`config.mk`:
```
export PLATFORM = sky130hd
export DESIGN_NAME = iwd_decoder
export DESIGN_NICKNAME = d
export VERILOG_FILES = /design/src/rtl/iwd_pkg.sv /design/src/rtl/iwd_decoder.sv /design/src/rtl/iwd_field_split.sv
export SDC_FILE = /design/constraint.sdc
export NUM_CORES = 1
export LEC_CHECK = 0
export BUFFER_PORTS_ARGS = -buffer_cell sky130_fd_sc_hd__buf_2
export CAP_MARGIN = 20
export CORE_UTILIZATION = 40
export DETAILED_ROUTE_END_ITERATION = 8
export GPL_ROUTABILITY_DRIVEN = 0
export PLACE_DENSITY = 0.64
export SYNTH_ARGS = -nofsm -noshare
export SYNTH_HDL_FRONTEND = slang
export SYNTH_HIERARCHICAL = 1
export SYNTH_SLANG_ARGS = --single-unit
export TNS_END_PERCENT = 30
```
`constraint.sdc`:
```
create_clock -name clk -period 2.2 [get_ports clk]
set_clock_uncertainty 0.2 [all_clocks]
set_input_delay 0.55 -clock clk [delete_from_list [all_inputs] [get_ports clk]]
set_output_delay 0.55 -clock clk [all_outputs]
set_load 0.01 [all_outputs]
```
`src/rtl/iwd_pkg.sv`:
```
// Package of opcode field layouts, categories and constants for the instruction word decoder.
package iwd_pkg;

	localparam int unsigned IWD_WORD_W      = 24;
	localparam int unsigned IWD_OPC_W       = 8;
	localparam int unsigned IWD_OPC_LSB     = 16;
	localparam int unsigned IWD_DBL_W       = 48;
	localparam int unsigned IWD_WORKING_REGISTER_ZERO_W      = 4;
	localparam int unsigned IWD_MODE_W      = 3;
	localparam int unsigned IWD_FILE_W      = 13;
	localparam int unsigned IWD_LIT_W       = 16;
	localparam int unsigned IWD_PMA_W       = 23;
	localparam int unsigned IWD_DBL_CYCLES  = 2;

	// Field positions within a single instruction word.
	localparam int unsigned IWD_DST_MODE_LSB = 11;
	localparam int unsigned IWD_DST_REG_LSB  = 7;
	localparam int unsigned IWD_BASE_LSB     = 15;
	localparam int unsigned IWD_SRC_MODE_LSB = 4;
	localparam int unsigned IWD_SRC_REG_LSB  = 0;
	localparam int unsigned IWD_DIR_BIT      = 13;
	localparam int unsigned IWD_BITSEL_LSB   = 12;
	localparam int unsigned IWD_BITIND_BIT   = 11;
	localparam int unsigned IWD_ACC_BIT      = 15;
	localparam int unsigned IWD_WM_LSB       = 16;
	localparam int unsigned IWD_XPF_LSB      = 6;
	localparam int unsigned IWD_YPF_LSB      = 2;
	localparam int unsigned IWD_XDST_LSB     = 12;
	localparam int unsigned IWD_YDST_LSB     = 10;
	localparam int unsigned IWD_AWB_LSB      = 0;
	localparam int unsigned IWD_SHLIT_LSB    = 7;
	localparam int unsigned IWD_SHIND_BIT    = 13;
	localparam int unsigned IWD_TBLMODE_LSB  = 14;

	// Opcode ranges bounding each category (upper opcode bits).
	localparam logic [7:0] IWD_OPC_NOP     = 8'h00;
	localparam logic [7:0] IWD_OPC_CTL_HI  = 8'h0F;
	localparam logic [7:0] IWD_OPC_LIT_LO  = 8'h20;
	localparam logic [7:0] IWD_OPC_LIT_HI  = 8'h3F;
	localparam logic [7:0] IWD_OPC_WB_LO   = 8'h40;
	localparam logic [7:0] IWD_OPC_WB_HI   = 8'h7F;
	localparam logic [7:0] IWD_OPC_BIT_LO  = 8'hA0;
	localparam logic [7:0] IWD_OPC_BIT_HI  = 8'hAF;
	localparam logic [7:0] IWD_OPC_DSP_LO  = 8'hC0;
	localparam logic [7:0] IWD_OPC_DSP_HI  = 8'hCF;
	localparam logic [7:0] IWD_OPC_FILE_LO = 8'hB0;
	localparam logic [7:0] IWD_OPC_FILE_HI = 8'hBF;
	localparam logic [7:0] IWD_OPC_MAC_HI  = 8'hC7;
	localparam logic [7:0] IWD_OPC_TBL_LO  = 8'hBA;
	localparam logic [7:0] IWD_OPC_TBL_HI  = 8'hBB;

	// The three opcodes whose instructions span two words.
	localparam logic [7:0] IWD_OPC_DBL0 = 8'h02;
	localparam logic [7:0] IWD_OPC_DBL1 = 8'h04;
	localparam logic [7:0] IWD_OPC_DBL2 = 8'h0B;

	localparam logic [7:0] IWD_EXT_TAG = 8'h00;

	typedef enum logic [4:0] {
		IWD_CAT_WORD    = 5'h01,
		IWD_CAT_BIT     = 5'h02,
		IWD_CAT_LITERAL = 5'h04,
		IWD_CAT_DSP     = 5'h08,
		IWD_CAT_CONTROL = 5'h10
	} iwd_cat_e;

	typedef enum logic [1:0] {
		IWD_ST_SINGLE = 2'h1,
		IWD_ST_EXT    = 2'h2
	} iwd_state_e;

endpackage : iwd_pkg
```
`src/rtl/iwd_decoder.sv`:
```
// Instruction word decoder: classifies fetched words and registers their operand fields.
//
// Contract
// - 24-bit word, 8-bit opcode selects type.
// - Exactly three instructions span two words.
// - Double-word operands come from combined 48 bits.
// - Second word has zero top byte.
// - Lone second word executes as no-operation.
// - Classify into five instruction categories.
// - Word ops decode base, source, destination operands.
// - File ops decode address and destination select.
// - Bit ops: operand plus literal or indirect bit.
// - Literal moves load a working register; no file register address is decoded.
// - Literal arithmetic: base, literal, optional destination.
// - MAC decodes accumulator, multiplicands, prefetches, write-back.
// - Other DSP: accumulator, operand, shift amount.
// - Control: program address and table mode.
// - Double-word instructions take two cycles.
// - Write-back is W13 or post-incremented location.
`timescale 1ns/10ps
module iwd_decoder (
	// Clock and reset
	input  wire logic                    clk,
	input  wire logic                    rst_b,
	// Fetch side
	input  wire logic                    fetch_valid,
	input  wire logic [23:0]             fetch_word,
	// Decoded outputs
	output logic                         dec_valid_ff,
	output iwd_pkg::iwd_cat_e            dec_cat_ff,
	output logic      [7:0]              dec_opcode_ff,
	output logic                         dec_nop_ff,
	output logic                         dec_double_ff,
	output logic                         expect_ext_ff,
	output logic                         dec_byte_ff,
	output logic      [3:0]              base_source_register_ff,
	output logic      [3:0]              second_source_register_ff,
	output logic      [2:0]              src_mode_ff,
	output logic      [3:0]              result_destination_register_ff,
	output logic      [2:0]              dst_mode_ff,
	output logic                         dst_valid_ff,
	output logic      [12:0]             file_addr_ff,
	output logic                         to_working_register_zero_ff,
	output logic      [3:0]              bit_pos_ff,
	output logic                         bit_indirect_ff,
	output logic      [15:0]             literal_ff,
	output logic                         acc_sel_ff,
	output logic      [1:0]              mult_pair_ff,
	output logic      [3:0]              x_prefetch_ff,
	output logic      [3:0]              y_prefetch_ff,
	output logic      [1:0]              x_dest_ff,
	output logic      [1:0]              y_dest_ff,
	output logic      [1:0]              accumulator_writeback_target_ff,
	output logic      [3:0]              shift_amount_register_ff,
	output logic                         shift_indirect_ff,
	output logic      [22:0]             prog_addr_ff,
	output logic      [1:0]              table_mode_ff
);
	import iwd_pkg::*;

	function automatic logic in_range(input logic [7:0] v, input logic [7:0] lo,
		input logic [7:0] hi);
		in_range = (v >= lo) && (v <= hi);
	endfunction : in_range

	function automatic logic is_double(input logic [7:0] v);
		is_double = (v == IWD_OPC_DBL0) || (v == IWD_OPC_DBL1) || (v == IWD_OPC_DBL2);
	endfunction : is_double

	logic [7:0]  f_opc;
	logic [3:0]  f_base;
	logic [3:0]  f_src;
	logic [2:0]  f_smode;
	logic [3:0]  f_dst;
	logic [2:0]  f_dmode;
	logic [15:0] f_lit;

	iwd_field_split u_split (
		.word     (fetch_word),
		.opcode   (f_opc),
		.base_reg (f_base),
		.src_reg  (f_src),
		.src_mode (f_smode),
		.dst_reg  (f_dst),
		.dst_mode (f_dmode),
		.low_lit  (f_lit)
	);

	// The first word of a double-word instruction is held until the next fetched word, which completes or drops it.
	iwd_state_e  state_ff;
	iwd_state_e  nxt_state;
	logic [23:0] first_word_ff;
	logic [23:0] nxt_first_word;

	always_comb begin
		nxt_state      = state_ff;
		nxt_first_word = first_word_ff;
		case (state_ff)
			IWD_ST_SINGLE: begin
				if (fetch_valid && is_double(f_opc)) begin
					nxt_state      = IWD_ST_EXT;
					nxt_first_word = fetch_word;
				end
			end
			IWD_ST_EXT: begin
				if (fetch_valid) begin
					nxt_state = IWD_ST_SINGLE;
				end
			end
			default: begin
				nxt_state = IWD_ST_SINGLE;
			end
		endcase
	end

	always_ff @(posedge clk) begin
		if (!rst_b) begin
			state_ff      <= IWD_ST_SINGLE;
			first_word_ff <= 24'h000000;
		end else begin
			state_ff      <= nxt_state;
			first_word_ff <= nxt_first_word;
		end
	end

	// Decoded field computation.
	logic        n_valid;
	iwd_cat_e    n_cat;
	logic        n_nop;
	logic        n_double;
	logic        n_byte;
	logic [3:0]  n_base;
	logic [3:0]  n_src;
	logic [2:0]  n_smode;
	logic [3:0]  n_dst;
	logic [2:0]  n_dmode;
	logic        n_dvalid;
	logic [12:0] n_file;
	logic        n_wreg0;
	logic [3:0]  n_bit;
	logic        n_bitind;
	logic [15:0] n_lit;
	logic        n_acc;
	logic [1:0]  n_pair;
	logic [3:0]  n_xpf;
	logic [3:0]  n_ypf;
	logic [1:0]  n_xd;
	logic [1:0]  n_yd;
	logic [1:0]  n_awb;
	logic [3:0]  n_shreg;
	logic        n_shind;
	logic [22:0] n_pma;
	logic [1:0]  n_tbl;
	logic [47:0] dbl;
	logic [7:0]  opc;

	always_comb begin
		dbl      = {first_word_ff, fetch_word};
		opc      = f_opc;
		n_valid  = fetch_valid;
		n_cat    = IWD_CAT_CONTROL;
		n_nop    = 1'b0;
		n_double = 1'b0;
		n_byte   = fetch_word[14];
		n_base   = 4'h0;
		n_src    = 4'h0;
		n_smode  = 3'h0;
		n_dst    = 4'h0;
		n_dmode  = 3'h0;
		n_dvalid = 1'b0;
		n_file   = 13'h0000;
		n_wreg0  = 1'b0;
		n_bit    = 4'h0;
		n_bitind = 1'b0;
		n_lit    = 16'h0000;
		n_acc    = 1'b0;
		n_pair   = 2'h0;
		n_xpf    = 4'h0;
		n_ypf    = 4'h0;
		n_xd     = 2'h0;
		n_yd     = 2'h0;
		n_awb    = 2'h0;
		n_shreg  = 4'h0;
		n_shind  = 1'b0;
		n_pma    = 23'h000000;
		n_tbl    = 2'h0;
		if (state_ff == IWD_ST_EXT) begin
			// Operands of the pair come from both words; only a zero-tagged word completes it.
			opc      = first_word_ff[IWD_OPC_LSB +: IWD_OPC_W];
			n_double = 1'b1;
			n_valid  = fetch_valid && (fetch_word[IWD_OPC_LSB +: IWD_OPC_W] == IWD_EXT_TAG);
			n_pma    = {dbl[IWD_PMA_W-IWD_LIT_W-1:0], dbl[IWD_WORD_W +: IWD_LIT_W]};
			n_lit    = dbl[IWD_DBL_W-IWD_OPC_W-1 -: IWD_LIT_W];
			n_src    = fetch_word[IWD_SRC_REG_LSB +: IWD_WORKING_REGISTER_ZERO_W];
		end else if (opc == IWD_OPC_NOP) begin
			n_nop = 1'b1;
		end else if (is_double(opc)) begin
			n_valid = 1'b0;
		end else if (in_range(opc, IWD_OPC_NOP, IWD_OPC_CTL_HI)) begin
			n_cat = IWD_CAT_CONTROL;
			n_pma = {7'h00, f_lit};
		end else if (in_range(opc, IWD_OPC_TBL_LO, IWD_OPC_TBL_HI)) begin
			n_cat   = IWD_CAT_CONTROL;
			n_tbl   = fetch_word[IWD_TBLMODE_LSB +: 2];
			n_src   = f_src;
			n_smode = f_smode;
			n_dst   = f_dst;
			n_dmode = f_dmode;
		end else if (in_range(opc, IWD_OPC_LIT_LO, IWD_OPC_LIT_HI)) begin
			n_cat = IWD_CAT_LITERAL;
			if (opc[4]) begin
				n_lit = {6'h00, fetch_word[13:4]};
				n_base = f_base;
				n_dst  = f_dst;
				n_dmode = f_dmode;
				n_dvalid = (f_dst != f_base) || (f_dmode != 3'h0);
			end else begin
				n_lit = fetch_word[19:4];
				n_dst = f_src;
				n_dvalid = 1'b1;
			end
		end else if (in_range(opc, IWD_OPC_WB_LO, IWD_OPC_WB_HI)) begin
			n_cat    = IWD_CAT_WORD;
			n_base   = f_base;
			n_src    = f_src;
			n_smode  = f_smode;
			n_dst    = f_dst;
			n_dmode  = f_dmode;
			n_dvalid = 1'b1;
		end else if (in_range(opc, IWD_OPC_BIT_LO, IWD_OPC_BIT_HI)) begin
			n_cat    = IWD_CAT_BIT;
			n_bitind = fetch_word[IWD_BITIND_BIT];
			n_bit    = fetch_word[IWD_BITSEL_LSB +: 4];
			n_base   = f_base;
			n_src    = f_src;
			n_smode  = f_smode;
			n_file   = fetch_word[IWD_FILE_W:1];
		end else if (in_range(opc, IWD_OPC_FILE_LO, IWD_OPC_FILE_HI)) begin
			n_cat   = IWD_CAT_WORD;
			n_file  = fetch_word[IWD_FILE_W-1:0];
			n_wreg0 = !fetch_word[IWD_DIR_BIT];
		end else if (in_range(opc, IWD_OPC_DSP_LO, IWD_OPC_DSP_HI)) begin
			n_cat = IWD_CAT_DSP;
			n_acc = fetch_word[IWD_ACC_BIT];
			if (opc <= IWD_OPC_MAC_HI) begin
				n_pair = fetch_word[IWD_WM_LSB +: 2];
				n_xpf  = fetch_word[IWD_XPF_LSB +: 4];
				n_ypf  = fetch_word[IWD_YPF_LSB +: 4];
				n_xd   = fetch_word[IWD_XDST_LSB +: 2];
				n_yd   = fetch_word[IWD_YDST_LSB +: 2];
				n_awb  = fetch_word[IWD_AWB_LSB +: 2];
			end else begin
				n_src    = f_src;
				n_smode  = f_smode;
				n_shind  = fetch_word[IWD_SHIND_BIT];
				// The shift register number shares the literal field; the indirect bit picks one.
				n_shreg  = fetch_word[IWD_SHLIT_LSB +: IWD_WORKING_REGISTER_ZERO_W];
				n_lit    = {10'h000, fetch_word[IWD_SHLIT_LSB +: 6]};
			end
		end else begin
			// Unassigned opcodes fall through as control with no operands.
			n_cat = IWD_CAT_CONTROL;
		end
	end

	always_ff @(posedge clk) begin
		if (!rst_b) begin
			dec_valid_ff                    <= 1'b0;
			dec_cat_ff                      <= IWD_CAT_CONTROL;
			dec_opcode_ff                   <= 8'h00;
			dec_nop_ff                      <= 1'b0;
			dec_double_ff                   <= 1'b0;
			expect_ext_ff                   <= 1'b0;
			dec_byte_ff                     <= 1'b0;
			base_source_register_ff         <= 4'h0;
			second_source_register_ff       <= 4'h0;
			src_mode_ff                     <= 3'h0;
			result_destination_register_ff  <= 4'h0;
			dst_mode_ff                     <= 3'h0;
			dst_valid_ff                    <= 1'b0;
			file_addr_ff                    <= 13'h0000;
			to_working_register_zero_ff     <= 1'b0;
			bit_pos_ff                      <= 4'h0;
			bit_indirect_ff                 <= 1'b0;
			literal_ff                      <= 16'h0000;
			acc_sel_ff                      <= 1'b0;
			mult_pair_ff                    <= 2'h0;
			x_prefetch_ff                   <= 4'h0;
			y_prefetch_ff                   <= 4'h0;
			x_dest_ff                       <= 2'h0;
			y_dest_ff                       <= 2'h0;
			accumulator_writeback_target_ff <= 2'h0;
			shift_amount_register_ff        <= 4'h0;
			shift_indirect_ff               <= 1'b0;
			prog_addr_ff                    <= 23'h000000;
			table_mode_ff                   <= 2'h0;
		end else begin
			dec_valid_ff                    <= n_valid;
			dec_cat_ff                      <= n_cat;
			dec_opcode_ff                   <= opc;
			dec_nop_ff                      <= n_nop;
			dec_double_ff                   <= n_double;
			expect_ext_ff                   <= (nxt_state == IWD_ST_EXT);
			dec_byte_ff                     <= n_byte;
			base_source_register_ff         <= n_base;
			second_source_register_ff       <= n_src;
			src_mode_ff                     <= n_smode;
			result_destination_register_ff  <= n_dst;
			dst_mode_ff                     <= n_dmode;
			dst_valid_ff                    <= n_dvalid;
			file_addr_ff                    <= n_file;
			to_working_register_zero_ff     <= n_wreg0;
			bit_pos_ff                      <= n_bit;
			bit_indirect_ff                 <= n_bitind;
			literal_ff                      <= n_lit;
			acc_sel_ff                      <= n_acc;
			mult_pair_ff                    <= n_pair;
			x_prefetch_ff                   <= n_xpf;
			y_prefetch_ff                   <= n_ypf;
			x_dest_ff                       <= n_xd;
			y_dest_ff                       <= n_yd;
			accumulator_writeback_target_ff <= n_awb;
			shift_amount_register_ff        <= n_shreg;
			shift_indirect_ff               <= n_shind;
			prog_addr_ff                    <= n_pma;
			table_mode_ff                   <= n_tbl;
		end
	end

endmodule : iwd_decoder

```
`src/rtl/iwd_field_split.sv`:
```
// Combinational splitter of one instruction word into its raw operand fields.
`timescale 1ns/10ps
module iwd_field_split (
	// Word in
	input  wire logic [23:0] word,
	// Raw fields
	output logic      [7:0]  opcode,
	output logic      [3:0]  base_reg,
	output logic      [3:0]  src_reg,
	output logic      [2:0]  src_mode,
	output logic      [3:0]  dst_reg,
	output logic      [2:0]  dst_mode,
	output logic      [15:0] low_lit
);
	import iwd_pkg::*;

	always_comb begin
		opcode   = word[IWD_OPC_LSB +: IWD_OPC_W];
		base_reg = word[IWD_BASE_LSB +: IWD_WORKING_REGISTER_ZERO_W];
		src_reg  = word[IWD_SRC_REG_LSB +: IWD_WORKING_REGISTER_ZERO_W];
		src_mode = word[IWD_SRC_MODE_LSB +: IWD_MODE_W];
		dst_reg  = word[IWD_DST_REG_LSB +: IWD_WORKING_REGISTER_ZERO_W];
		dst_mode = word[IWD_DST_MODE_LSB +: IWD_MODE_W];
		low_lit  = word[IWD_LIT_W-1:0];
	end

endmodule : iwd_field_split

```
=== Yosys cells after proc, flatten, opt, wreduce, memory -nomap -nowiden ===
Cells that the tools add are included.

* Magnitude comparators: 15
* Eq/ne operators: 7
* Multiplexer cells: 65
* Bitwise gates (word level): 6
* Reduce and logical (&&, ||, !) cells: 28

{| class="wikitable"
|+ Operator list
! operator !! count
|-
| 16-bit 2-to-1 mux || 10
|-
| 4-bit 2-to-1 mux || 19
|-
| 8-bit <= comparator, second input constant || 5
|-
| 3-bit 2-to-1 mux || 11
|-
| 8-bit >= comparator, second input constant || 4
|-
| 6-bit 2-to-1 mux || 5
|-
| 13-bit 2-to-1 mux || 2
|-
| 5-bit 2-to-1 mux || 5
|-
| 12-bit OR reduction || 2
|-
| 23-bit 2-to-1 mux || 1
|-
| 10-bit OR reduction || 2
|-
| 6-bit OR reduction || 2
|-
| 11-bit OR reduction || 1
|-
| 1-bit logical AND || 9
|-
| 9-bit OR reduction || 1
|-
| 8-bit by 2-bit equality test with 1-bit output, second input constant || 1
|-
| 8-bit by 3-bit equality test with 1-bit output, second input constant || 1
|-
| 8-bit by 4-bit equality test with 1-bit output, second input constant || 1
|-
| 8-bit by 1-bit >= comparator with 1-bit output, second input constant || 1
|-
| 8-bit by 6-bit >= comparator with 1-bit output, second input constant || 1
|-
| 8-bit by 7-bit >= comparator with 1-bit output, second input constant || 1
|-
| 8-bit by 4-bit <= comparator with 1-bit output, second input constant || 1
|-
| 8-bit by 6-bit <= comparator with 1-bit output, second input constant || 1
|-
| 8-bit by 7-bit <= comparator with 1-bit output, second input constant || 1
|-
| other kinds (17) || 33
|}

* Bits in registers: 145
* Input port bits: 27
* Output and inout bits: 119
* Logic and storage cells: 155

=== Longest topological paths before layout ===
Gate-level depths: netlist of run 1.

* Depth in word-level cells: 12
* Mapped depth: 7
* Depth with buffers taken out: 6

=== Hierarchy ===
Netlist of run 1, hierarchy kept.

{| class="wikitable"
|+ Modules (own cells, without submodules)
! module !! instances !! cells each !! area an instance (µm²) !! sequential area each (µm²)
|-
| iwd_decoder || 1 || 460 || 5083.6 || 2902.8
|-
| iwd_field_split || 1 || 42 || 315.3 || 0.0
|}

=== Least setup slack after synthesis of run 1 ===
Ideal clock, no wire load.

* Path kind: input-to-reg
* Start: input fetch_word[18]
* End: register first_word_ff[10]
* Library setup time: 72 ps
* Arrival: 1781 ps
* Data required time: 1928 ps
* Path slack: 147 ps
* Stages on the path: 6
* Buffers on the path: 2
* Cells stage by stage: buf_4 and3b_1 a22oi_2 nor2_4 buf_6 mux2i_1

* Cells in the longest elaborated chain, start to end: 5
* Elaborated cells between the ends (all ways): 7
* Those cells by class: eq/ne (3); reduce/logical (4)

{| class="wikitable"
|+ RTL lines
! item !! RTL line !! source
|-
| start: declaration || iwd_decoder.sv:27 || <nowiki>input wire logic [23:0] fetch_word,</nowiki>
|-
| 8-bit by 2-bit equality test with 1-bit output or 8-bit by 3-bit equality test with 1-bit output (tied branches) || iwd_decoder.sv:67 || <nowiki>is_double = (v == IWD_OPC_DBL0) || (v == IWD_OPC_DBL1) || (v == IWD_OPC_DBL2);</nowiki>
|-
| 1-bit logical OR || iwd_decoder.sv:67 ||
|-
| 1-bit logical OR (*) || iwd_decoder.sv:67 ||
|-
| 1-bit logical AND (*) || iwd_decoder.sv:100 || <nowiki>if (fetch_valid && is_double(f_opc)) begin</nowiki>
|-
| 2-bit AND reduction (no line) (*) || n/a ||
|-
| end signal: assignment || iwd_decoder.sv:122 || <nowiki>first_word_ff <= nxt_first_word;</nowiki>
|-
| end: declaration || iwd_decoder.sv:92 || <nowiki>logic [23:0] first_word_ff;</nowiki>
|}

Every way passes the cells marked *; elsewhere a longest branch is shown, timed or not.
A chain may end at the register's enable or synchronous reset.

=== Worst setup path after layout of run 1 ===
* Start: input fetch_word[20]
* End: register dst_valid_ff

* Cells in the longest elaborated chain, start to end: 4
* Elaborated cells between the ends (all ways): 22
* Those cells by class: order compare (8); eq/ne (3); mux (3); reduce/logical (8)

{| class="wikitable"
|+ RTL lines
! item !! RTL line !! source
|-
| 8-bit by 7-bit >= comparator with 1-bit output, or another cell as far along || iwd_decoder.sv:63 || <nowiki>in_range = (v >= lo) && (v <= hi);</nowiki>
|-
| 1-bit logical AND or 1-bit logical OR (tied branches) || iwd_decoder.sv:63, iwd_decoder.sv:67 ||
|-
| 1-bit 2-to-1 mux or 1-bit logical OR (tied branches) || iwd_decoder.sv:222, iwd_decoder.sv:67 ||
|-
| 1-bit 2-to-1 mux or 6-bit OR reduction (tied branches) || n/a ||
|-
| end signal: assignment || iwd_decoder.sv:310 || <nowiki>dst_valid_ff <= n_dvalid;</nowiki>
|-
| end: declaration || iwd_decoder.sv:41 || <nowiki>output logic dst_valid_ff,</nowiki>
|}

Parallel ways exist; a longest one is shown, timed or not.

==> results of run 1 <==
## where the power goes
part,internal [mW],switching (mW)
Combinational,0.154,0.237
Sequential,2.67,0.0154
Clock,1.70,1.10
## cell families after synthesis
group | after synthesis
and+or+nand+nor | 166
DFF | 145
AOI/OAI and AO/OA | 79
buffers and inverters | 73
muxes | 32
xor gates and xnor gates | 5
adders and majority gates | 2
## sequential cells by signal (all words and copies together), names as in the netlist, 2 cells and up
signal and count:
accumulator_writeback_target_ff 2, base_source_register_ff 4, bit_pos_ff 4, dec_cat_ff 5
dec_opcode_ff 8, dst_mode_ff 3, file_addr_ff 13, first_word_ff 24
literal_ff 16, mult_pair_ff 2, prog_addr_ff 23, result_destination_register_ff 4
second_source_register_ff 4, shift_amount_register_ff 4, src_mode_ff 3, state_ff 2
table_mode_ff 2, x_dest_ff 2, x_prefetch_ff 4, y_dest_ff 2
y_prefetch_ff 4
## layout by cell type, fill, tap and decap left out, types with 2 or more instances in the layout
master / n
clkinv_4: 3
inv_1: 4
and2_1: 35
nor3b_1: 8
xor2_1: 3
o21a_1: 5
buf_4: 33
nor4b_1: 2
nor3_1: 5
a22oi_1: 9
clkinv_2: 2
nand3_1: 2
nor2b_1: 20
nor4_1: 2
buf_12: 6
a21o_1: 8
dfxtp_1: 145
bufinv_16: 2
nand2_1: 54
nor2_1: 8
buf_2: 145
nor4_4: 2
mux2i_1: 32
a22o_1: 27
nor3_2: 2
a21oi_1: 10
a211oi_1: 2
xnor2_1: 2
clkbuf_16: 17
a222oi_1: 6
a32o_1: 5
and3_1: 12
clkinvlp_4: 4
clkbuf_1: 2
nand3b_1: 3
## worst min path at each step
stage	from	end	cells after the start
after floorplan	first_word_ff[16]	first_word_ff[16]	2
after global placement	first_word_ff[21]	first_word_ff[21]	2
after detailed placement	first_word_ff[17]	first_word_ff[17]	2
after CTS	fetch_word[14]	bit_pos_ff[2]	2
after global routing	fetch_word[14]	bit_pos_ff[2]	2
final	fetch_word[14]	bit_pos_ff[2]	2
## cell type report
class	count	area (um2)	area share (%)
Sequential cell	145	2900	42.4
Clock buffer	20	447	6.53
Inverter	4	15.0	0.219
Multi-Input combinational cell	284	2030	29.6
Timing Repair Buffer	184	1090	16.0
Tap cell	176	220	3.22
Clock inverter	12	135	1.98
## metal layers
layer | part of all wire (%) | up-vias | wire length, um
met2 | 48 | 159 | 6600
met1 | 43 | 1958 | 5880
met3 | 6.7 | 27 | 926
met4 | 2.5 | 0 | 345
li1 | - | 1980 | -
met5 | 0 | - | 0
## metrics by stage
stage	area [um2]	util [%]	instances	hold slack (ns)
floorplan	5400	-	502	0.234
global placement	6260	47.5	793	0.242
detailed placement	6260	47.5	793	0.251
CTS	6840	51.9	825	0.188
global route	6840	51.9	825	0.206
finish	6840	51.9	825	0.194
==> impl_metrics.ini, run 1 <==
[placement]
place_hpwl_um = 9710
pre_cts_ws_ns = -0.219
numPortBuffers = 145

[drt]
via_count = 4124
post_drt_wl_per_cell_um = 16.7
drtIter0Drc = 247
first_pass_iters = 5
drc = 0
postRouteAntennaNets = 0
routed_wl_um = 13800
vias_per_cell = 5.00

[worst_setup_path]
startpoint = fetch_word[20]
crit_family = simple AND/OR/NAND/NOR gates
cp-end-kind = flop
path_cells = buf_2 -> buf_4 -> nor4b_1 -> nand4_1 -> nor3_1 -> buf_4 -> nor3_1
rrSetupSlack_ns = 0.30
worstPathArrival_ns = 2.14
r2r-end = prog_addr_ff[6]
r2r_cells = 4
cp.depth = 7
r2r-start = state_ff[1]
path_buf_inv = 3
endpoint = dst_valid_ff
cpPeakStageDelay_ns = 0.49
cp_max_fo = 9
startpoint_type = input port
slowest_stage = nor4b_1
crit_type = input port to flop
worst_ep_required_time_ns = 2.29

[job]
maxCapViolCount = 0

[clocking]
path_clk_slew_ns = 0.06
cts_setup_buffers = 0
htreeDepth = 4
cts_buffers = 17
post_cts_resized = 0
clock_sinks = 145
clk_latency_ns = 0.42
cts_tree = built
clockRootBuffer = clkbuf_16
cts_hold_buf = 0
clk_path_buf_depth = 2

[timing]
fin_crit_ns = 2.05
timing.fmax_mhz = 489
setup_ws_ns = 0.154
setup-tns-final_ns = 0
finalHoldViolations = 0
rsz0062_at_grt = no
drv_slew = 0
setup_viol = 0
post-route-period-util_pct = 93.0
tightest_slew_ns = 0.546
maxSlewHeadroom_pct = 63.1

[yosys]
yosysMostFrequentCell = dfxtp_1
synth_simple_gate_area_share_pct = 18.1
synth_area_um2 = 5400
synth-warning-count = 6
syn-instance-count = 502
yosys.area.top_type = dfxtp_1
synthArstFlopShare_pct = 0
syn_area_per_cell_um2 = 10.8
muxShareOfSynthArea_pct = 5.93
synth-main-ff-cell = dfxtp_1
synth_adder_area_share_pct = 0.463
ys_ff_latch = 145
synthXorXnorAreaFrac_pct = 0.811
synthTopCellsByArea = dfxtp_1 (54%), buf_4 (6.0%), mux2i_1 (5.9%), a22o_1 (4.4%), and2_1 (4.1%)
synth_edf_count = 0
synth_compound_area_share_pct = 12.2
synthTopCellsByCount = dfxtp_1 (145), nand2_1 (54), buf_4 (43)
synth_seq_area_share_pct = 53.8
synth_top_family_by_area = simple AND/OR/NAND/NOR gates
yosysTopAreaCellShare_pct = 53.8
synth_cell_type_count = 50
synth_fp_nets = 531

[die]
ios = 146
die_w_um = 118
dieArea_um2 = 14000
initial_core_util_pct = 40.9
die-height_um = 118
coreArea_um2 = 13200
rows = 42

[grt]
grt_max_degree = 49
use_met1_pct = 24.5
busiest_layer = met2
met2_usage_pct = 33.6
use_met3_pct = 4.68
grt_pass1_vias = 3981
grt_remaining_overflow = 0
grt_pass1_wl_um = 21400
grt.total_usage_pct = 20.3
antenna_found_initial = 0

[layout]
drive_above_1_share_pct = 35.1
area_growth_pct = 26.7
diodes = 0
nFillCells = 1233
final_nets = 665

[status]
status = complete, no violations

[min_path]
hp-class = input port to flop

[power_and_ir_drop]
power_per_cell_area_nw_per_um2 = 860
p_total_mw = 5.88
ir_drop_uv = 422
p_leak_nw = 3.15
No activity file was read; power rests on OpenSTA's default activity.
==> run 2, diff against run 1 <==
--- a/config.mk
+++ b/config.mk
@@ -7,10 +7,12 @@
 export LEC_CHECK = 0
 export BUFFER_PORTS_ARGS = -buffer_cell sky130_fd_sc_hd__buf_2
 export CAP_MARGIN = 20
-export CORE_UTILIZATION = 40
+export CELL_PAD_IN_SITES_DETAIL_PLACEMENT = 1
+export CELL_PAD_IN_SITES_GLOBAL_PLACEMENT = 2
+export CORE_UTILIZATION = 32
 export DETAILED_ROUTE_END_ITERATION = 8
 export GPL_ROUTABILITY_DRIVEN = 0
-export PLACE_DENSITY = 0.64
+export PLACE_DENSITY = 0.78
 export SYNTH_ARGS = -nofsm -noshare
 export SYNTH_HDL_FRONTEND = slang
 export SYNTH_HIERARCHICAL = 1
==> run 2 against run 1 <==
Against the previous run: clock power up 4%; core utilization down 10 points; via count up 0.41%; highest routed layer unchanged; critical path type is now flop to flop; largest power group unchanged; routed wire length up 14%; sequential share of layout area down 0.062 points; fmax up 3.4%.
==> impl_metrics.ini, run 2 (synthesis results as in run 1) <==
[worst_setup_path]
rrSetupSlack_ns = 0.22
startpoint_type = flop
r2r_cells = 6
cpPeakStageDelay_ns = 0.43
crit_type = flop to flop
cp-end-kind = flop
r2r-start = state_ff[0]
r2r-end = accumulator_writeback_target_ff[1]
cp_max_fo = 16
worstPathArrival_ns = 2.15
worst_ep_required_time_ns = 2.37
slowest_stage = and2b_1
path_cells = inv_1 -> ha_2 -> nand2b_4 -> nor4_4 -> and2b_1 -> and2_1

[clocking]
cts_buffers = 17
clk_path_buf_depth = 2
cts_setup_buffers = 0
clk_latency_ns = 0.42
htreeDepth = 4
cts_hold_buf = 0
path_clk_slew_ns = 0.06
clock_sinks = 145
clockRootBuffer = clkbuf_16
cts_tree = built
post_cts_resized = 0

[timing]
finalHoldViolations = 0
timing.fmax_mhz = 505
post-route-period-util_pct = 89.9
fin_crit_ns = 1.98
maxSlewHeadroom_pct = 71.1
setup-tns-final_ns = 0
tightest_slew_ns = 0.433
hold_slack_ns = 0.183
rsz0062_at_grt = no
drv_slew = 0
setup_viol = 0

[min_path]
min_path_cells = 2
holdPathEnd = table_mode_ff[0]
hp-class = input port to flop
hold_start = fetch_word[14]

[drt]
topRoutingLayerUsed = met4
drtIter0Drc = 259
met2WireLength_um = 7660
via_count = 4141
met3_length_um = 887
postRouteAntennaNets = 0
vias_per_cell = 4.78
routed_wl_um = 15600
wl_met1_um = 6970
first_pass_iters = 7
drc = 0
post_drt_wl_per_cell_um = 18.1

[grt]
grt.total_usage_pct = 18.4
grt_max_degree = 39
grt_pass1_wl_um = 24300
grt_remaining_overflow = 0
antenna_found_initial = 0
grt_pass1_vias = 4247

[layout]
area_growth_pct = 26.9
regMostFlops = first_word_ff
nFillCells = 1863
largest_reg_flops = 24
final_nets = 662
drive_above_1_share_pct = 35.1
top_regs = first_word_ff (24), prog_addr_ff (23), literal_ff (16)
post_layout_nonfiller_instances = 866
final_cell_mix = dfxtp_1 (145), buf_2 (145), nand2_1 (54)
diodes = 0

[die]
initial_core_util_pct = 32.7
coreArea_um2 = 16500
ios = 146
die-height_um = 132
die_w_um = 132
rows = 47
dieArea_um2 = 17400

[placement]
place_hpwl_um = 11200
numPortBuffers = 145
dp.cells = 834

[power_and_ir_drop]
power_per_cell_area_nw_per_um2 = 876
p_leak_nw = 3.14
ir_drop_uv = 516

[job]
maxCapViolCount = 0

[status]
status = complete, no violations
==> run 2: changes by cell type in the layout (fill, tap and decap cells not counted), moves of 2 or more <==
cell	delta
clkbuf_1	-2
clkinv_4	-2
inv_8	+2
buf_12	-3
inv_6	+5
==> run 2: worst max-delay path: cells and delay by family, from the launching register on <==
kind | cells | cell delay (ns)
AND/OR/NAND/NOR | 4 | 1.06
buffers and inverters | 1 | 0.07
flip-flops | 1 | 0.39
adder cells (fa/ha/maj) | 1 | 0.21
==> run 2: area by class of cell <==
cell class,instances,area [um2],share of cell area [%]
inverters,4,15.0,0.219
clock inverters,15,171,2.50
multi-input cells,284,2030,29.6
repair buffers,181,1030,15.1
clock buffers,17,425,6.21
well taps,220,275,4.02
flip-flops and latches,145,2900,42.4
==> run 2: worst max path at each step <==
stage | start | end | slack [ns]
floorplan | fetch_word[18] | first_word_ff[10] | 0.15
global placement | fetch_word[22] | literal_ff[3] | -0.03
detailed placement | fetch_word[22] | literal_ff[12] | -0.03
CTS | state_ff[0] | accumulator_writeback_target_ff[1] | 0.19
global route | state_ff[0] | accumulator_writeback_target_ff[1] | 0.04
finish | state_ff[0] | accumulator_writeback_target_ff[1] | 0.22
==> run 2: power by group <==
group | internal, mW | switching (mW) | total (mW)
Clock | 1.70 | 1.21 | 2.92
Sequential | 2.67 | 0.0162 | 2.69
Combinational | 0.150 | 0.247 | 0.397
==> run 2: metal layers <==
metal / vias up / GRT usage, %
li1: 1972 / -
met1: 2016 / 22.5
met2: 138 / 31.6
met3: 15 / 4.77
met4: 0 / 5.94
met5: - / 0
==> run 2: through the flow <==
step	setup WS (ns)	instance area (um2)	util, %	total power [mW]
final	0.222	6850	41.5	6.01
after global routing	0.0383	6850	41.5	6.22
after CTS	0.191	6850	41.5	6.07
after detailed placement	-0.0313	6250	37.9	3.15
after global placement	-0.0271	6250	37.9	3.14
after floorplan	0.147	5400	-	2.99
==> run 3, diff against run 2 <==
--- a/config.mk
+++ b/config.mk
@@ -5,11 +5,12 @@
 export SDC_FILE = /design/constraint.sdc
 export NUM_CORES = 1
 export LEC_CHECK = 0
+export ABC_AREA = 1
 export BUFFER_PORTS_ARGS = -buffer_cell sky130_fd_sc_hd__buf_2
 export CAP_MARGIN = 20
 export CELL_PAD_IN_SITES_DETAIL_PLACEMENT = 1
 export CELL_PAD_IN_SITES_GLOBAL_PLACEMENT = 2
-export CORE_UTILIZATION = 32
+export CORE_UTILIZATION = 29
 export DETAILED_ROUTE_END_ITERATION = 8
 export GPL_ROUTABILITY_DRIVEN = 0
 export PLACE_DENSITY = 0.78
==> run 3 against run 2 <==
Against the previous run: core utilization down 4.5 points; highest routed layer unchanged; clock power down 4%; worst setup slack worse by 0.026 ns; fmax down 1.3%; combinational power up 10%; first-iteration DRC count down 1.5%; die area up 13%; sequential share of layout area down 0.37 points; non-clock buffer count down 11; hold slack better by 0.056 ns; critical endpoint is now shift_indirect_ff; sequential power about the same.
==> impl_metrics.ini, run 3 <==
[clocking]
path_clk_slew_ns = 0.06
cts_hold_buf = 0
cts_tree = built
clock_sinks = 145
clk_path_buf_depth = 2
cts_buffers = 17
clk_latency_ns = 0.43
post_cts_resized = 0
cts_setup_buffers = 0
htreeDepth = 4
clockRootBuffer = clkbuf_16

[layout]
diodes = 0
drive_above_1_share_pct = 26.7
final_nets = 853
fin_util_pct = 36.9
regMostFlops = first_word_ff
final_common_cell = nand2_1
largest_reg_flops = 24
area_growth_pct = 24.6
final_cell_mix = nand2_1 (146), dfxtp_1 (145), buf_2 (145)
top_regs = first_word_ff (24), prog_addr_ff (23), literal_ff (16)

[worst_setup_path]
worstPathArrival_ns = 2.16
cp-end-kind = flop
r2r_cells = 8
crit_family = simple AND/OR/NAND/NOR gates
r2r-end = shift_indirect_ff
startpoint = state_ff[0]
rrSetupSlack_ns = 0.20
cpPeakStageDelay_ns = 0.36
endpoint = shift_indirect_ff
cp.depth = 8
worst_ep_required_time_ns = 2.36
crit_type = flop to flop
r2r-start = state_ff[0]
cp_max_fo = 23
startpoint_type = flop
path_cells = inv_1 -> ha_1 -> buf_12 -> nor2_4 -> nand2_1 -> inv_2 -> nand3_1 -> nor2_1
slowest_stage = dfxtp_1
path_buf_inv = 3

[grt]
grt_pass1_vias = 4955
grt_max_degree = 34
grt_remaining_overflow = 0
grt_pass1_wl_um = 28100
antenna_found_initial = 0
grt.total_usage_pct = 19.1

[power_and_ir_drop]
p_sw_mw = 1.45
p_leak_nw = 3.46
power_per_cell_area_nw_per_um2 = 856
pwr-share-seq_pct = 45.5
ir_drop_uv = 527
p_comb_share_pct = 7.4
power_frac_clock_pct = 47.1
p_total_mw = 5.92
switching_share_pct = 24.5
p_int_mw = 4.47

[timing]
post-route-period-util_pct = 91.1
rsz0062_at_grt = no
finalHoldViolations = 0
drv_slew = 0
setup_viol = 0
fin_crit_ns = 2.00
setup-tns-final_ns = 0
timing.fmax_mhz = 499
tightest_slew_ns = 0.585
maxSlewHeadroom_pct = 60.8

[die]
rows = 50
die-height_um = 140
die_w_um = 140
initial_core_util_pct = 29.7
ios = 146
coreArea_um2 = 18700
dieArea_um2 = 19700

[drt]
drc = 0
drtIter0Drc = 255
vias_per_cell = 4.48
routed_wl_um = 17800
post_drt_wl_per_cell_um = 16.6
via_count = 4789
postRouteAntennaNets = 0
first_pass_iters = 4

[status]
status = complete, no violations

[yosys]
synthTopCellsByArea = dfxtp_1 (52%), nand2_1 (9.9%), nor2_1 (7.6%), buf_4 (6.0%), inv_1 (4.7%)
synth-main-ff-cell = dfxtp_1
synth_cell_type_count = 31
synth_area_um2 = 5550
synth_edf_count = 0
synth_fp_nets = 735
yosys.area.top_type = dfxtp_1
synth-warning-count = 6
syn_area_per_cell_um2 = 7.86
synth_seq_area_share_pct = 52.3
syn-instance-count = 706
yosysTopAreaCellShare_pct = 52.3
ys_ff_latch = 145
synthArstFlopShare_pct = 0
synthTopCellsByCount = nand2_1 (146), dfxtp_1 (145), nor2_1 (112)
yosysMostFrequentCell = nand2_1

[min_path]
hp-class = input port to flop

[placement]
place_hpwl_um = 12800
numPortBuffers = 145

[job]
maxCapViolCount = 0
-- run 3: changes by cell type after synthesis, sizes merged, moves of 27 or more --
cell   previous run  this run
nor2              9       117
nand2            54       149
inv               4        77
a21oi            10        54
and2             35         0
mux2i            32         0
a22o             27         0
-- run 3: kinds of logic (layout without fill, tap and decap cells) --
family,after synthesis,count (layout),synth area share (%)
AOI/OAI and AO/OA,76,76,7.29
xor gates and xnor gates,3,3,0.474
adders and majority gates,2,2,0.451
buffers and inverters,148,278,13.5
DFF,145,145,52.3
and+or+nand+nor,332,332,26.0
-- run 3: routing by layer --
metal  global-route usage [%]  wire length [um]  up-vias
li1                         -                 -     2404
met2                     30.3              8110      119
met3                     4.82               904       21
met4                     6.48               278        0
met1                     25.3              8490     2245
met5                        0                 0        -
-- run 3: worst reg2reg max path, stage by stage (launching register included) --
cell and delay, ns:
dfxtp_1 0.36, inv_1 0.07, ha_1 0.25, buf_12 0.18, nor2_4 0.22, nand2_1 0.16
inv_2 0.11, nand3_1 0.22, nor2_1 0.16
-- run 3: worst min-delay path by stage --
stage	startpoint	end	slack (ns)	depth (start not counted)
after floorplan	first_word_ff[16]	dec_opcode_ff[0]	0.25	2
after global placement	first_word_ff[0]	literal_ff[0]	0.28	2
after detailed placement	first_word_ff[17]	dec_opcode_ff[1]	0.28	2
after CTS	fetch_word[14]	dec_byte_ff	0.22	3
after global routing	fetch_word[14]	dec_byte_ff	0.22	3
final	fetch_word[14]	dec_byte_ff	0.24	3
-- run 3: stage by stage --
stage          setup WS (ns)  hold WS [ns]  instances  area (um2)
2_1_floorplan          0.216         0.251        706        5550
3_3_place_gp         0.00723         0.279       1039        6350
3_5_place_dp         0.00389         0.275       1039        6350
4_1_cts                0.183         0.217       1070        6910
5_1_grt               0.0543         0.224       1070        6910
6_report               0.195         0.240       1070        6910
-- run 3: cell type report --
cell class | instances | area, um2
Clock buffer | 22 | 484
Clock inverter | 9 | 81.3
Fill cell | 2311 | 11800
Inverter | 77 | 292
Multi-Input combinational cell | 413 | 1900
Sequential cell | 145 | 2900
Tap cell | 234 | 293
Timing Repair Buffer | 170 | 963
-- run 3: power groups by stage --
| stage | Clock (mW) | Combinational, mW | Sequential (mW) |
|---|---|---|---|
| floorplan | 0 | 0.259 | 2.77 |
| global placement | 0 | 0.438 | 2.75 |
| detailed placement | 0 | 0.439 | 2.75 |
| CTS | 2.85 | 0.441 | 2.69 |
| global route | 2.98 | 0.484 | 2.69 |
| finish | 2.79 | 0.438 | 2.69 |
